## config.mk

```make
export PLATFORM = sky130hd
export DESIGN_NAME = adrc_ctrl
export DESIGN_NICKNAME = d
export VERILOG_FILES = /design/src/hdl/adrc_pkg.sv /design/src/hdl/adrc_ctrl.sv
export VERILOG_INCLUDE_DIRS = /design/src /design/src/hdl
export SDC_FILE = /design/constraint.sdc
export NUM_CORES = 1
export LEC_CHECK = 0
export ABC_CLOCK_PERIOD_IN_PS = 5700
export BUFFER_PORTS_ARGS = -buffer_cell sky130_fd_sc_hd__clkbuf_2
export CORE_MARGIN = 5
export CORE_UTILIZATION = 60
export DETAILED_ROUTE_END_ITERATION = 8
export HOLD_SLACK_MARGIN = 0.06
export PLACE_DENSITY_LB_ADDON = 0.2
export SYNTH_ARGS = -nofsm -noshare
export SYNTH_HDL_FRONTEND = slang
export SYNTH_SLANG_ARGS = --single-unit
```

## constraint.sdc

```tcl
create_clock -name i_sys_clk -period 5.7 [get_ports i_sys_clk]
set_input_delay 0.285 -clock i_sys_clk [delete_from_list [all_inputs] [get_ports i_sys_clk]]
set_output_delay 0.285 -clock i_sys_clk [all_outputs]
set_load 0.05 [all_outputs]
```

## src/hdl/adrc_params.svh

```systemverilog
// constants for the converter readout and power-down control block
`ifndef ADRC_PARAMS_SVH
`define ADRC_PARAMS_SVH

// =====================================================================
// timing
`define ADRC_CLK_PERIOD_NS 8
`define ADRC_OSC_START_US 1000
`define ADRC_CONV_PERIOD_US 8000
`define ADRC_SETTLE_US 24000
`define ADRC_GUARD_US 20
`define ADRC_OSC_START_CYC (((`ADRC_OSC_START_US * 1000) + `ADRC_CLK_PERIOD_NS - 1) / `ADRC_CLK_PERIOD_NS)
`define ADRC_CONV_PERIOD_CYC ((`ADRC_CONV_PERIOD_US * 1000) / `ADRC_CLK_PERIOD_NS)
`define ADRC_GUARD_CYC (((`ADRC_GUARD_US * 1000) + `ADRC_CLK_PERIOD_NS - 1) / `ADRC_CLK_PERIOD_NS)
`define ADRC_SETTLE_CONV (`ADRC_SETTLE_US / `ADRC_CONV_PERIOD_US)
`define ADRC_CNT_W 20

// =====================================================================
// serial word
`define ADRC_WORD_BITS 24
`define ADRC_CODE_BITS 16
`define ADRC_PATTERN 3'h5
`define ADRC_ZERO_BIT 1'h0
// identity code, the value is arbitrary
`define ADRC_IDENTITY 2'h3

// =====================================================================
// register map
`define ADRC_ADDR_W 12
`define ADRC_REG_SAMPLE 12'h000
`define ADRC_REG_STATUS 12'h004
`define ADRC_REG_LAST 12'h008
`define ADRC_SAMPLE_ERR_BIT 16
`define ADRC_SAMPLE_CODE_RST 16'h8000

`endif

```

## src/hdl/adrc_pkg.sv

```systemverilog
// types for the converter readout and power-down control block
`include "adrc_params.svh"

package adrc_pkg;

  // =====================================================================
  // phase of the device, gray along power-down, start, settle, run
  typedef enum logic [1:0] {
    ADRC_PWRDN  = 2'h0,
    ADRC_START  = 2'h1,
    ADRC_SETTLE = 2'h3,
    ADRC_RUN    = 2'h2
  } adrc_phase_t;

  // =====================================================================
  // status byte, first field goes out first
  typedef struct packed {
    logic rdy_n;
    logic zero;
    logic err;
    logic identity_bit_high;
    logic identity_bit_low;
    logic check_pattern_bit2;
    logic check_pattern_bit1;
    logic check_pattern_bit0;
  } adrc_status_t;

  typedef struct packed {
    logic [`ADRC_CODE_BITS-1:0] code;
    adrc_status_t status;
  } adrc_word_t;

  // result as presented by the modulator stand-in
  typedef struct packed {
    logic err;
    logic [`ADRC_CODE_BITS-1:0] code;
  } adrc_sample_t;

  // =====================================================================
  // whole state of the control block except the two-stage reset synchronizer
  typedef struct packed {
    logic pd_s1;
    logic pd_s2;
    logic ck_s1;
    logic ck_s2;
    logic ck_s3;
    adrc_phase_t phase;
    logic [`ADRC_CNT_W-1:0] cnt;
    logic [1:0] conv_cnt;
    adrc_sample_t sample;
    adrc_word_t shift;
    adrc_word_t last;
    logic [4:0] bit_cnt;
    logic rdy;
    logic dout;
    logic dout_oe;
    logic [31:0] prdata;
    logic pready;
    logic pslverr;
  } adrc_state_t;

endpackage

```

## src/hdl/adrc_ctrl.sv

```systemverilog
// converter readout, conversion pacing and power-down/reset control
//
// Contract
// - one new conversion completes every 8 ms conversion period.
// - every finished conversion overwrites the data register, settling or not.
// - power-down low stops timing and conversions; data pin tristated.
// - power-down low clears control, settle and serial state; the sample and last word are kept.
// - after power-down release wait 1 ms oscillator start before sampling.
// - on leaving power-down drive data pin high until first valid result.
// - power-up performs a full reset automatically, sample and last word included.
// - results are offset binary, zero input is top bit only.
// - data pin driven low while a fresh result waits.
// - bits shift on the host serial clock, continuous or in bursts.
// - each read gives 24 bits: 16-bit result then status byte.
// - status order: ready, zero, error, two identity, three pattern bits.
// - status ready bit reads low when the word holds a conversion.
// - status error bit is one when input was out of range.
// - two status bits carry a fixed identity code.
// - three trailing status bits always read 101.
// - data pin returns high once the word has been read.
// - unread result: pin goes high shortly before the next update.
// - each conversion can be read only once.
// - new conversion resets shifter; host must finish reading before it.

`include "adrc_params.svh"

module adrc_ctrl #(
  parameter int unsigned P_OSC_START_CYC = `ADRC_OSC_START_CYC,
  parameter int unsigned P_CONV_PERIOD_CYC = `ADRC_CONV_PERIOD_CYC
) (
  // clock and power-up reset
  input wire logic i_sys_clk,
  input wire logic i_rst_n,
  // pins towards the host
  input wire logic i_powerdown_reset_pin_n,
  input wire logic i_sclk,
  output logic o_dout,
  output logic o_dout_oe,
  // apb slave
  input wire logic i_psel,
  input wire logic i_penable,
  input wire logic i_pwrite,
  input wire logic [`ADRC_ADDR_W-1:0] i_paddr,
  input wire logic [31:0] i_pwdata,
  output logic [31:0] o_prdata,
  output logic o_pready,
  output logic o_pslverr
);

  // =====================================================================
  // constants
  localparam logic [`ADRC_CNT_W-1:0] START_LAST = `ADRC_CNT_W'(P_OSC_START_CYC - 1);
  localparam logic [`ADRC_CNT_W-1:0] PERIOD_LAST = `ADRC_CNT_W'(P_CONV_PERIOD_CYC - 1);
  localparam logic [`ADRC_CNT_W-1:0] GUARD_START =
    `ADRC_CNT_W'(P_CONV_PERIOD_CYC - `ADRC_GUARD_CYC);
  localparam logic [1:0] SETTLE_LAST = 2'(`ADRC_SETTLE_CONV - 1);
  localparam logic [4:0] WORD_BITS = 5'(`ADRC_WORD_BITS);

  localparam adrc_pkg::adrc_state_t ST_RST = '{
    pd_s1: 1'h0,
    pd_s2: 1'h0,
    ck_s1: 1'h1,
    ck_s2: 1'h1,
    ck_s3: 1'h1,
    phase: adrc_pkg::ADRC_PWRDN,
    cnt: '0,
    conv_cnt: 2'h0,
    sample: '{err: 1'h0, code: `ADRC_SAMPLE_CODE_RST},
    shift: '0,
    last: '0,
    bit_cnt: 5'h0,
    rdy: 1'h0,
    dout: 1'h1,
    dout_oe: 1'h0,
    prdata: 32'h0,
    pready: 1'h0,
    pslverr: 1'h0
  };

  // =====================================================================
  // reset release, two stages so the release is synchronous
  logic [1:0] rst_sync_r;
  logic rst_n;

  always_ff @(posedge i_sys_clk or negedge i_rst_n)
  begin
    if (!i_rst_n)
    begin
      rst_sync_r <= 2'h0;
    end
    else
    begin
      rst_sync_r <= {rst_sync_r[0], 1'h1};
    end
  end

  assign rst_n = rst_sync_r[1];

  // =====================================================================
  // state
  adrc_pkg::adrc_state_t st_r;
  adrc_pkg::adrc_state_t st_nxt;
  adrc_pkg::adrc_word_t new_word;
  logic sclk_fall;
  logic sclk_rise;
  logic conv_done;
  logic apb_setup;
  logic apb_write;

  assign sclk_fall = st_r.ck_s3 & ~st_r.ck_s2;
  assign sclk_rise = ~st_r.ck_s3 & st_r.ck_s2;
  assign conv_done = (st_r.cnt == PERIOD_LAST);
  assign apb_setup = i_psel & ~i_penable;
  assign apb_write = i_psel & i_penable & st_r.pready & i_pwrite;

  // word built from the modulator result; code is already offset binary
  always_comb
  begin
    new_word.code = st_r.sample.code;
    new_word.status.rdy_n = 1'h0;
    new_word.status.zero = `ADRC_ZERO_BIT;
    new_word.status.err = st_r.sample.err;
    // identity value is arbitrary
    {new_word.status.identity_bit_high, new_word.status.identity_bit_low} =
      `ADRC_IDENTITY;
    {new_word.status.check_pattern_bit2, new_word.status.check_pattern_bit1,
     new_word.status.check_pattern_bit0} = `ADRC_PATTERN;
  end

  always_comb
  begin
    st_nxt = st_r;
    // pins pass two stages before anything looks at them
    st_nxt.pd_s1 = i_powerdown_reset_pin_n;
    st_nxt.pd_s2 = st_r.pd_s1;
    st_nxt.ck_s1 = i_sclk;
    st_nxt.ck_s2 = st_r.ck_s1;
    st_nxt.ck_s3 = st_r.ck_s2;

    // -------------------------------------------------------------------
    // apb: zero wait states, answer prepared in the setup cycle
    st_nxt.pready = apb_setup;
    st_nxt.pslverr = 1'h0;
    st_nxt.prdata = 32'h0;
    if (apb_setup)
    begin
      unique case (i_paddr)
        `ADRC_REG_SAMPLE:
        begin
          st_nxt.prdata = {15'h0, st_r.sample};
        end
        `ADRC_REG_STATUS:
        begin
          st_nxt.prdata = {22'h0, st_r.bit_cnt, st_r.conv_cnt, st_r.rdy,
                           st_r.phase};
        end
        `ADRC_REG_LAST:
        begin
          st_nxt.prdata = {8'h0, st_r.last};
        end
        default:
        begin
          st_nxt.pslverr = 1'h1;
        end
      endcase
    end
    if (apb_write && i_paddr == `ADRC_REG_SAMPLE)
    begin
      st_nxt.sample = i_pwdata[`ADRC_SAMPLE_ERR_BIT:0];
    end

    // -------------------------------------------------------------------
    // converter sequence
    if (!st_r.pd_s2)
    begin
      // powered down: clock stopped, sequence and shifter cleared, sample and last kept, pin released
      st_nxt.phase = adrc_pkg::ADRC_PWRDN;
      st_nxt.cnt = '0;
      st_nxt.conv_cnt = 2'h0;
      st_nxt.shift = '0;
      st_nxt.bit_cnt = 5'h0;
      st_nxt.rdy = 1'h0;
      st_nxt.dout = 1'h1;
      st_nxt.dout_oe = 1'h0;
    end
    else
    begin
      unique case (st_r.phase)
        adrc_pkg::ADRC_PWRDN:
        begin
          // leaving power-down: pin driven high straight away
          st_nxt.phase = adrc_pkg::ADRC_START;
          st_nxt.cnt = '0;
          st_nxt.dout = 1'h1;
          st_nxt.dout_oe = 1'h1;
        end
        adrc_pkg::ADRC_START:
        begin
          // oscillator start-up, the modulator does not sample yet
          st_nxt.cnt = st_r.cnt + 1'h1;
          if (st_r.cnt == START_LAST)
          begin
            st_nxt.phase = adrc_pkg::ADRC_SETTLE;
            st_nxt.cnt = '0;
          end
        end
        adrc_pkg::ADRC_SETTLE:
        begin
          st_nxt.cnt = st_r.cnt + 1'h1;
          if (conv_done)
          begin
            // filter settling: register updated, signalled only from the third result
            st_nxt.cnt = '0;
            st_nxt.last = new_word;
            st_nxt.shift = new_word;
            st_nxt.conv_cnt = st_r.conv_cnt + 1'h1;
            if (st_r.conv_cnt == SETTLE_LAST)
            begin
              st_nxt.phase = adrc_pkg::ADRC_RUN;
              st_nxt.rdy = 1'h1;
              st_nxt.dout = 1'h0;
              st_nxt.bit_cnt = 5'h0;
            end
          end
        end
        adrc_pkg::ADRC_RUN:
        begin
          st_nxt.cnt = st_r.cnt + 1'h1;
          if (st_r.rdy)
          begin
            if (sclk_fall && st_r.bit_cnt != WORD_BITS)
            begin
              // msb first, changed on the falling edge
              st_nxt.dout = st_r.shift[`ADRC_WORD_BITS-1];
              st_nxt.shift = {st_r.shift[`ADRC_WORD_BITS-2:0], 1'h0};
              st_nxt.bit_cnt = st_r.bit_cnt + 1'h1;
            end
            else if (sclk_rise && st_r.bit_cnt == WORD_BITS)
            begin
              // last bit sampled: word consumed, no second read
              st_nxt.rdy = 1'h0;
              st_nxt.dout = 1'h1;
            end
            else if (st_r.bit_cnt == 5'h0 && st_r.cnt >= GUARD_START)
            begin
              // unread result withdrawn ahead of the register update
              st_nxt.rdy = 1'h0;
              st_nxt.dout = 1'h1;
            end
          end
          if (conv_done)
          begin
            // a read still in progress is cut off here
            st_nxt.cnt = '0;
            st_nxt.last = new_word;
            st_nxt.shift = new_word;
            st_nxt.bit_cnt = 5'h0;
            st_nxt.rdy = 1'h1;
            st_nxt.dout = 1'h0;
          end
        end
      endcase
    end
  end

  // power-up reset reaches every flip-flop; pin reset clears only the sequence and serial state
  always_ff @(posedge i_sys_clk or negedge rst_n)
  begin
    if (!rst_n)
    begin
      st_r <= ST_RST;
    end
    else
    begin
      st_r <= st_nxt;
    end
  end

  // =====================================================================
  // outputs, all straight from the state register
  assign o_dout = st_r.dout;
  assign o_dout_oe = st_r.dout_oe;
  assign o_prdata = st_r.prdata;
  assign o_pready = st_r.pready;
  assign o_pslverr = st_r.pslverr;

endmodule

```

# After elaboration in Yosys (flattened, before gate mapping)
# Index checks and enable logic that the tools add are counted.
# classes
add_sub_neg	3
n_lt_le_gt_ge	1
eq_ne	24
n_mux	28
n_bitwise	9
reduce_logical	16
# ops
cell	count
2-to-1 mux 24 bit	5
2-to-1 mux 55 bit	2
one-hot mux 54 bit (2 select lines)	1
one-hot mux 20 bit (4 select lines)	1
one-hot mux 24 bit (3 select lines)	1
2-to-1 mux 32 bit	1
2-to-1 mux 22 bit	1
adder 20 x 1 -> 20 bit (second input constant)	1
equality test 20 x 17 -> 1 bit (second input constant)	1
equality test 20 bit (second input constant)	1
>= comparator 20 bit (second input constant)	1
2-to-1 mux 20 bit	1
2-to-1 mux 7 bit	2
equality test 12 x 3 -> 1 bit (second input constant)	1
equality test 12 x 4 -> 1 bit (second input constant)	1
zero test 12 bit	1
AND reduction 4 bit	3
AND reduction 5 bit	2
!= test 3 bit (second input constant)	3
2-to-1 mux 2 bit	4
2-to-1 mux 8 bit	1
!= test 4 x 1 -> 1 bit (second input constant)	2
!= test 4 bit (second input constant)	2
bitwise AND 1 bit	6
22 further kinds	36
# totals
ff_bits	138
inputBits	51
output_inout_bits	36
wordCells	117

# Logic depth before layout (Yosys ltp)
# Gate-level depths: netlist of the first run.
# logic_depth
ltp_word	9
ltp_mapped	10
ltp_nobuf	8

# Least setup slack after synthesis of the first run
# OpenSTA, ideal clock, no wires.
# synth_timing
kind	register -> register
startpoint	register st_r[116] (netlist bit)
endpoint	register st_r[40] (netlist bit)
setup_time_ns	0.069
arrival_ns	2.215
required_ns	5.631
setup_slack_ns	3.416
stages_incl_launch_ff	7
path_buffers	1
period_less_slack_ns	2.284
path_cell_list	dfrtp_1 > or4_4 > nor4_4 > buf_4 > a31oi_2 > or4b_1 > nand3_1
# synth_via
elab_chain_cells	4
elab_cells_between_ends	8
cone_classes	eq/ne (4); mux (3); reduce/logical (1)
# synth_lines
element	line	source
from (decl)	adrc_ctrl.sv:101	adrc_pkg::adrc_state_t st_r;
from (signal assigned)	adrc_ctrl.sv:275	st_r <= st_nxt;
equality test 20 bit *	adrc_ctrl.sv:112	assign conv_done = (st_r.cnt == PERIOD_LAST);
2-to-1 mux 55 bit	adrc_ctrl.sv:251	if (conv_done)
one-hot mux 54 bit (2 select lines)	adrc_ctrl.sv:188	unique case (st_r.phase)
2-to-1 mux 8 bit	adrc_ctrl.sv:174	if (!st_r.pd_s2)
# Mark *: on every way between the ends. The rest lies on a longest branch, timed or not. The select of a mux whose other input is x is not followed.
# A chain may end at the register's enable or synchronous reset.

# Worst setup path in the final report of the first run
# layout_timing
startpoint	register st_r[116] (netlist bit)
endpoint	register st_r[41] (netlist bit)
# The elaborated chain is that of the path after synthesis.

==> results of run 1 <==
## state kept, by name (all words and copies together), names as in the netlist
register    cells
new_word       17
o_dout_oe       1
o_dout          1
rst_sync_r      2
o_pready        1
o_pslverr       1
st_nxt          3
o_prdata       24
st_r           74
## cells by family (layout without fill, tap and decap cells)
family / after synthesis / after routing / share of synthesized area
compound gates: 80 / 80 / 0.0883
fa+ha+maj: 5 / 5 / 0.0109
xor+xnor: 19 / 19 / 0.0290
other cells: 2 / 10 / 0.00131
mux: 62 / 62 / 0.116
simple gates: 154 / 154 / 0.144
buf+inv: 68 / 131 / 0.0691
flops: 124 / 124 / 0.542
## layout by cell type, fill, tap and decap left out, types with 5 or more instances in the layout
master,synthesis,final
dfrtp_1,119,118
clkbuf_2,0,63
nor2_1,42,42
mux2_1,34,34
nand2_1,34,34
mux2i_1,25,25
o21ai_1,22,22
a21oi_1,22,22
dlygate4sd3_1,0,20
nand3_1,18,18
clkbuf_16,0,16
xor2_1,13,13
inv_1,12,12
and3_1,12,12
conb_1,2,9
nand4_1,8,8
xnor2_1,6,6
a22oi_1,6,6
nand2b_1,5,5
ha_1,5,5
inv_6,0,5
dfstp_2,5,5
## cell usage after synthesis (2+ instances only)
| cell | instances |
|---|---|
| nor4_1 | 4 |
| a21oi_1 | 22 |
| xor2_1 | 13 |
| o41ai_1 | 2 |
| and3_1 | 12 |
| a21boi_1 | 4 |
| a211oi_1 | 2 |
| dfstp_2 | 5 |
| o211a_1 | 3 |
| or4b_1 | 3 |
| buf_2 | 8 |
| nor2_1 | 42 |
| nand3b_1 | 3 |
| nand2b_1 | 5 |
| or3_1 | 2 |
| inv_1 | 12 |
| o21ai_0 | 4 |
| conb_1 | 2 |
| o21ai_1 | 22 |
| mux2_2 | 3 |
| and2_1 | 3 |
| nand3_1 | 18 |
| nand2_1 | 34 |
| o21a_1 | 3 |
| nor3_1 | 4 |
| mux2_1 | 34 |
| clkbuf_1 | 13 |
| a22oi_1 | 6 |
| a31oi_1 | 4 |
| nor4b_1 | 3 |
| and4_1 | 2 |
| buf_4 | 33 |
| xnor2_1 | 6 |
| nand4_1 | 8 |
| mux2i_1 | 25 |
| ha_1 | 5 |
| dfrtp_1 | 119 |
## power by group through the flow
stage | clock network (mW) | logic [mW] | registers, mW
after global placement | 0 | 0.0598 | 0.912
final | 1.01 | 0.0728 | 0.896
after detailed placement | 0 | 0.0614 | 0.913
after global routing | 1.07 | 0.0796 | 0.898
after CTS | 1.01 | 0.0725 | 0.897
after floorplan | 0 | 0.0333 | 0.921
## routing by layer
metal | track usage | vias to the layer above | share of wire
met5 | 0 | - | 0
met4 | 0.0721 | 0 | 0.018
met3 | 0.0570 | 18 | 0.067
met2 | 0.369 | 167 | 0.48
met1 | 0.308 | 1975 | 0.44
li1 | - | 1894 | -
## how the worst max path moves through the flow
stage	slack, ns	endpoint	cells after the start	startpoint
after floorplan	2.00	new_word[10]	0	rst_sync_r[1]
after global placement	3.03	st_r[41]	5	st_r[116]
after detailed placement	2.95	st_r[41]	5	st_r[116]
after CTS	2.96	st_r[114]	5	st_r[116]
after global routing	2.80	st_r[126]	5	st_r[116]
final	2.95	st_r[41]	5	st_r[116]
## layout make-up
type / count / area [sq um] / area share
multi-input combinational: 329 / 2270 / 0.339
sequential: 124 / 3110 / 0.465
tap: 129 / 161 / 0.0241
clock buffer: 17 / 414 / 0.0618
timing repair buffer: 87 / 546 / 0.0814
clock inverter: 15 / 146 / 0.0219
inverter: 12 / 45.0 / 0.00673
antenna: 1 / 2.50 / 0.000374
## critical path: stages, from the launching register on
cell,delay (ns)
dfrtp_1,0.44
or4_4,0.60
nor4_4,0.68
a31oi_2,0.32
or4b_1,0.56
nand3_1,0.09
## timing repair
action,in CTS,in global routing
resized for setup,0,0
hold buffers,20,0
hold endpoints to repair,21,0
==> results.md, run 1 <==
* Critical Path Sink Type: flip-flop
* DRT iter0 DRCs at 322
* Total setup buffers inserted after CTS at 0
* Fillers at 655
* First-pass DRT Iterations at 5
* R2r worst-path depth at 5
* Final hold violations at 0
* Row cnt at 35
* Count of non-filler cells in the finished layout at 714
* Fraction of layout cells with a size suffix above 1 at 0.199
* Post-route DRC at 0
* Vias per inst at 5.68
* Root buffer cell: clkbuf_8
* Area growth, synth to finish at 16.7%
* Mapped Cells at 514
* Number of synthesized flops with an enable pin at 0
* Pint at 1.47 mW
* Main flop type after synthesis: dfrtp_1
* Synth Register Bits at 124
* Routed wire per std cell at 17.3 microns
* Cell Area, Placed at 5930 sq um
* Slew Viols, Final at 0
* Critical setup path kind: flip-flop to flip-flop
* Pwr dens at 295 nW/um^2
* Worst R2R Start: st_r[116]
* Synth cell types at 58
* Switch Pwr at 0.507 mW
* DRT antenna net count at 0
* Top cells by area, synth: dfrtp_1 (52%), mux2_1 (6.7%), mux2i_1 (4.4%)
* Sequential share of power at 0.454
* Crit Path Max Fanout at 11
* Yosys warnings at 0
* Leakage at 3.19 nW
* Final period utilization at 0.483
* Setup slack after layout at 2.95 ns
* Final nets at 627
* Max transition margin at 0.174
* Die Span Y at 108 microns
* H-tree level count at 4
* Final HPWL DP at 7830 microns
* Core Util, Final at 0.721
* Fin area at 6700 sq um
* Asr flop ratio synth at 1.00
* Pwr Total at 1.98 mW
* Routed WL at 12300 microns
* RSZ-0062 raised after global routing: false
* Clock Sinks at 124
* Syn avg cell area at 11.2 sq um
* Max Fclk at 363 MHz
* Cell taking the most area after synthesis: dfrtp_1
* Pre-CTS setup slack at 2.95 ns
* Total die area at 11600 sq um
* R2R Setup Slk at 2.95 ns
* Die width at 108 microns
* Via count at 4054
* RR Endpoint: st_r[41]
* Hold WC Path Type: input port to async pin
* Placed Cells incl. Taps at 661
* CTS tree: done
* Core Box Area at 9280 sq um
* Total CTS buffers at 17
* Final setup fails at 0
* GR Overflow Total at 0
* Clock Latency Late Sink at 0.52 ns
* Worst-path clk slew at 0.07 ns
* Max VDD drop at 0.198 mV
* Max cap viols at 0
* I/O Buffers at 63
* Area share of the largest cell type after synthesis at 0.519
* Worst slew pin tran at 1.24 ns
* Critical path data required time at 6.15 ns
* Startpoint type of the worst setup path: flip-flop
* Clock Skew at 0.0107 ns
* Worst EP arrival at 3.20 ns
* Largest net degree at the start of global routing at 81
* Final Critical Period at 2.75 ns
* Switch share at 0.257
* Placer congestion estimate at 0.870
* Vias in the first global route at 4116
* Initial antenna violation count at 1
* Setup tns final at 0 ns
* Initial Util at 0.618
* Logic pwr share at 0.037
* Synth Cell Area at 5740 sq um
* Overall Global Routing Usage at 0.230
* Final hold slack at 0.0784 ns
* Status: finished, final reports clean
* Register area share after synthesis at 0.542
* # IOs at 87
* Worst-case clock buffer depth at 2
* First-pass GRT wire length at 20800 microns
* Clk pwr share at 0.510
(Power assumes the default switching activity.)
==> run 2, diff against run 1 <==
- ABC_CLOCK_PERIOD_IN_PS: 5700 -> 2460
- CORE_UTILIZATION: 60 -> 51
- clock period: 5.7 -> 2.46 ns (I/O delays scaled with it)
==> results.md, run 2 (same netlist as run 1, synthesis figures left out) <==
* Clock Latency Late Sink at 0.41 ns
* Root buffer cell: clkbuf_16
* Leakage at 3.29 nW
* CP peak stage delay at 0.58 ns
* Critical Path Sink Type: flip-flop
* Commonest cells after routing, fill and taps aside: dfrtp_1 (118), clkbuf_2 (63), nor2_1 (42)
* Final HPWL DP at 8220 microns
* Fillers at 863
* Crit Path Max Fanout at 44
* Placer congestion estimate at 0.811
* Die Span Y at 116 microns
* Multi-input gate area at 2280 sq um
* Pwr dens at 677 nW/um^2
* Routed wire per std cell at 16.7 microns
* # IOs at 87
* Total CTS buffers at 17
* Overall Global Routing Usage at 0.196
* Antenna cells at 0
* Total die area at 13500 sq um
* Slew Viols, Final at 0
* Largest net degree at the start of global routing at 55
* Worst-case clock buffer depth at 2
* H-tree level count at 4
* First-pass DRT Iterations at 4
* Clock Skew at 0.00614 ns
* Max cap viols at 0
* Routed WL at 12300 microns
* Fraction of layout cells with a size suffix above 1 at 0.220
* I/O Buffers at 63
* Final period utilization at 0.945
* Clock Sinks at 124
* Max transition margin at 0.595
* DRT iter0 DRCs at 299
* Storage cell area at 3110 sq um
* Hold WC Path Type: input port to flip-flop
* Max VDD drop at 0.404 mV
* Final setup fails at 0
* Crit-path cells: or4_4 -> nor4_4 -> buf_4 -> o21a_1 -> buf_12 -> nand3b_1 -> o211a_1
* Core Box Area at 10900 sq um
* Reg with most FFs: st_r
* GR Overflow Total at 0
* Critical setup path kind: flip-flop to flip-flop
* Worst slew pin tran at 0.604 ns
* Status: finished, final reports clean
* Cell Area, Placed at 6080 sq um
* Critical path data required time at 2.76 ns
* Vias in the first global route at 4062
* Worst path slowest cell: or4_4
* Final nets at 643
* Row cnt at 38
* Final Critical Period at 2.33 ns
* Worst-path clk slew at 0.06 ns
* Largest register FFs at 74
* Worst EP arrival at 2.62 ns
* Initial antenna violation count at 0
* First-pass GRT wire length at 20300 microns
* Max Fclk at 430 MHz
* Initial Util at 0.525
* Post-route DRC at 0
* Commonest non-fill, non-tap cell in the layout: dfrtp_1
* Fin area at 6890 sq um
* Startpoint type of the worst setup path: flip-flop
* Area growth, synth to finish at 20.1%
* Die width at 116 microns
* DRT antenna net count at 0
* Pwr Total at 4.67 mW
* Vias per inst at 5.41
* Via count at 4001
* Final hold violations at 0
* CTS tree: done
==> run 2: per-stage QoR <==
step	cells	setup WS [ns]	util	hold WS, ns	TNS [ns]
4_1_cts	739	0.0571	0.628	0.0880	0
5_1_grt	740	-0.00419	0.630	0.136	-0.00419
3_3_place_gp	686	0.154	0.556	-0.0902	0
2_1_floorplan	521	0.176	-	-0.173	0
6_report	740	0.135	0.630	0.0978	0
3_5_place_dp	686	0.0904	0.556	-0.0872	0
==> run 2: per-layer routing <==
metal	global-route usage	vias to the layer above	part of all wire	wire length [microns]
li1	-	1923	-	-
met1	0.264	1965	0.46	5620
met2	0.315	98	0.48	5900
met3	0.0477	15	0.050	622
met4	0.0611	0	0.015	185
met5	0	-	0	0
==> run 2: where the power goes <==
part / internal [mW] / switching, mW / total (mW)
logic: 0.0682 / 0.124 / 0.192
registers: 2.05 / 0.0112 / 2.07
clock network: 1.42 / 0.987 / 2.41
==> run 2: path summary, 6_finish.rpt <==
| path | cells after the start | slack (ns) | end | start |
|---|---|---|---|---|
| max in group asynchronous | 1 | 1.66 | new_word[23] | rst_sync_r[1] |
| worst min-delay path | 3 | 0.1 | o_prdata[9] | i_psel |
| worst max-delay path | 7 | 0.13 | st_r[68] | st_r[117] |
| worst max register to register | 7 | 0.13 | st_r[68] | st_r[117] |
| worst min register to register | 0 | 0.15 | st_r[134] | rst_sync_r[1] |
| min in group asynchronous | 0 | 0.15 | st_r[134] | rst_sync_r[1] |
==> run 2: critical path: cells and delay by family, from the launching register on <==
kind	cells	cell delay, ns
flops	1	0.43
simple gates	3	1.05
compound gates	2	0.31
buf+inv	2	0.42
==> run 2: repair_timing <==
item / CTS / global route
setup endpoints to repair: 0 / 2
buffers inserted: 0 / 1
hold buffers: 21 / 0
resized for setup: 0 / 1
hold endpoints to repair: 21 / 0
==> run 2: layout make-up <==
type	instances	share of cell area
sequential	124	0.452
multi-input combinational	329	0.330
clock inverter	15	0.0223
timing repair buffer	103	0.102
inverter	12	0.00653
clock buffer	17	0.0617
tap	140	0.0254
==> run 3, diff against run 2 <==
- ABC_CLOCK_PERIOD_IN_PS: 2460 -> 2710
- CORE_UTILIZATION: 51 -> 60
- clock period: 2.46 -> 2.71 ns (I/O delays scaled with it)
==> results.md, run 3 (same netlist as run 1, synthesis figures left out) <==
* Vias in the first global route at 4032
* Routed WL at 12400 microns
* Routed wire per std cell at 17.1 microns
* Final setup fails at 0
* Core Box Area at 9280 sq um
* Vias per inst at 5.61
* DRT antenna net count at 0
* Hold Crit Start: i_paddr[2]
* R2R Setup Slk at 0.27 ns
* Initial Util at 0.618
* Placer congestion estimate at 0.843
* Commonest cells after routing, fill and taps aside: dfrtp_1 (118), clkbuf_2 (63), nor2_1 (42)
* Area growth, synth to finish at 19.8%
* Max transition margin at 0.517
* CTS tree: done
* Final HPWL DP at 7910 microns
* Largest net degree at the start of global routing at 57
* GR Overflow Total at 0
* Worst slew pin tran at 0.724 ns
* Core Util, Final at 0.741
* Fraction of layout cells with a size suffix above 1 at 0.207
* Critical setup path kind: flip-flop to flip-flop
* Worst-path clk slew at 0.06 ns
* Total CTS buffers at 17
* Commonest non-fill, non-tap cell in the layout: dfrtp_1
* RR Endpoint: st_r[40]
* Final hold violations at 0
* Worst-case clock buffer depth at 2
* First-pass DRT Iterations at 6
* Clock Latency Late Sink at 0.53 ns
* Status: finished, final reports clean
* Fillers at 634
* Via count at 4060
* R2r worst-path depth at 6
* Crit Path Max Fanout at 11
* Clock Skew at 0.0108 ns
* RSZ-0062 raised after global routing: false
* H-tree level count at 4
* Row cnt at 35
* Storage cell area at 3110 sq um
* I/O Buffers at 63
* Hold Path End: o_prdata[4]
* Final nets at 638
* Post-route DRC at 0
* Total die area at 11600 sq um
* # IOs at 87
* Die width at 108 microns
* Pwr dens at 639 nW/um^2
* Critical path data required time at 3.17 ns
* Slew Viols, Final at 0
* Critical path startpoint: st_r[116]
* Max cap viols at 0
* Die Span Y at 108 microns
* Initial antenna violation count at 0
* Max Fclk at 409 MHz
* Hold WC Path Type: input port to flip-flop
* Root buffer cell: clkbuf_8
* Worst EP arrival at 2.90 ns
* Startpoint type of the worst setup path: flip-flop
* Leakage at 3.28 nW
* Largest register FFs at 74
* Number of gates resized after cts at 0
* Reg with most FFs: st_r
* Worst R2R Start: st_r[116]
* Multi-input gate area at 2270 sq um
* Final Critical Period at 2.44 ns
* Overall Global Routing Usage at 0.230
* Setup tns final at 0 ns
* Hold Path Stages at 4
* Antenna cells at 0
* DRT iter0 DRCs at 283
* First-pass GRT wire length at 20500 microns
* Critical Path Sink Type: flip-flop
* Clock Sinks at 124
* Max VDD drop at 0.436 mV
* Final period utilization at 0.901
[run 3: cell count changes in the layout (fill, tap and decap cells not counted)]
cell / change
o221ai_1: +1
inv_8: +1
clkinv_4: -3
bufinv_16: +2
inv_6: +1
clkbuf_8: +1
clkinvlp_4: -1
dlygate4sd3_1: +3
clkbuf_16: -1
o221ai_2: -1
buf_4: -8
[run 3: report_power, final]
group | switching, mW | total (mW) | internal, mW | leakage [nW]
clock | 0.906 | 2.34 | 1.44 | 0.297
combinational | 0.0977 | 0.161 | 0.0637 | 1.28
sequential | 0.0258 | 1.89 | 1.86 | 1.70
[run 3: critical path, stage by stage, from the launching register on]
cell and delay (ns):
dfrtp_1 0.43, or4_4 0.60, nor4_4 0.29, buf_4 0.23, a31oi_2 0.19, or4b_1 0.54, nand3_1 0.10
[run 3: layer usage]
layer,share of wire,track usage,up-vias
li1,-,-,1909
met1,0.44,0.308,1973
met2,0.47,0.359,161
met3,0.069,0.0690,17
met4,0.018,0.0784,0
met5,0,0,-
[run 3: layout make-up]
| type | count | share of cell area |
|---|---|---|
| clock buffer | 17 | 0.0602 |
| clock inverter | 15 | 0.0291 |
| multi-input combinational | 329 | 0.330 |
| inverter | 12 | 0.00655 |
| tap | 129 | 0.0235 |
| timing repair buffer | 98 | 0.0982 |
| sequential | 124 | 0.453 |
[run 3: worst max path at each step]
stage                    end  cells after the start
floorplan           st_r[40]                      6
global placement    st_r[41]                      6
detailed placement  st_r[40]                      6
CTS                 st_r[40]                      6
global route        st_r[40]                      6
finish              st_r[40]                      6
[run 3: repair_timing]
| item | in CTS | in global routing |
|---|---|---|
| buffers inserted | 0 | 0 |
| hold buffers | 24 | 0 |
| hold endpoints to repair | 26 | 0 |
[run 3: through the flow]
stage	power, mW	area, sq um	std cells	worst slack (ns)	hold WS [ns]
CTS	4.41	6880	724	0.271	0.114
detailed placement	2.06	6020	668	0.296	-0.0773
global placement	2.05	6020	668	0.345	-0.0791
floorplan	2.01	5770	521	0.426	-0.160
finish	4.39	6880	724	0.267	0.131
global route	4.53	6880	724	0.129	0.142
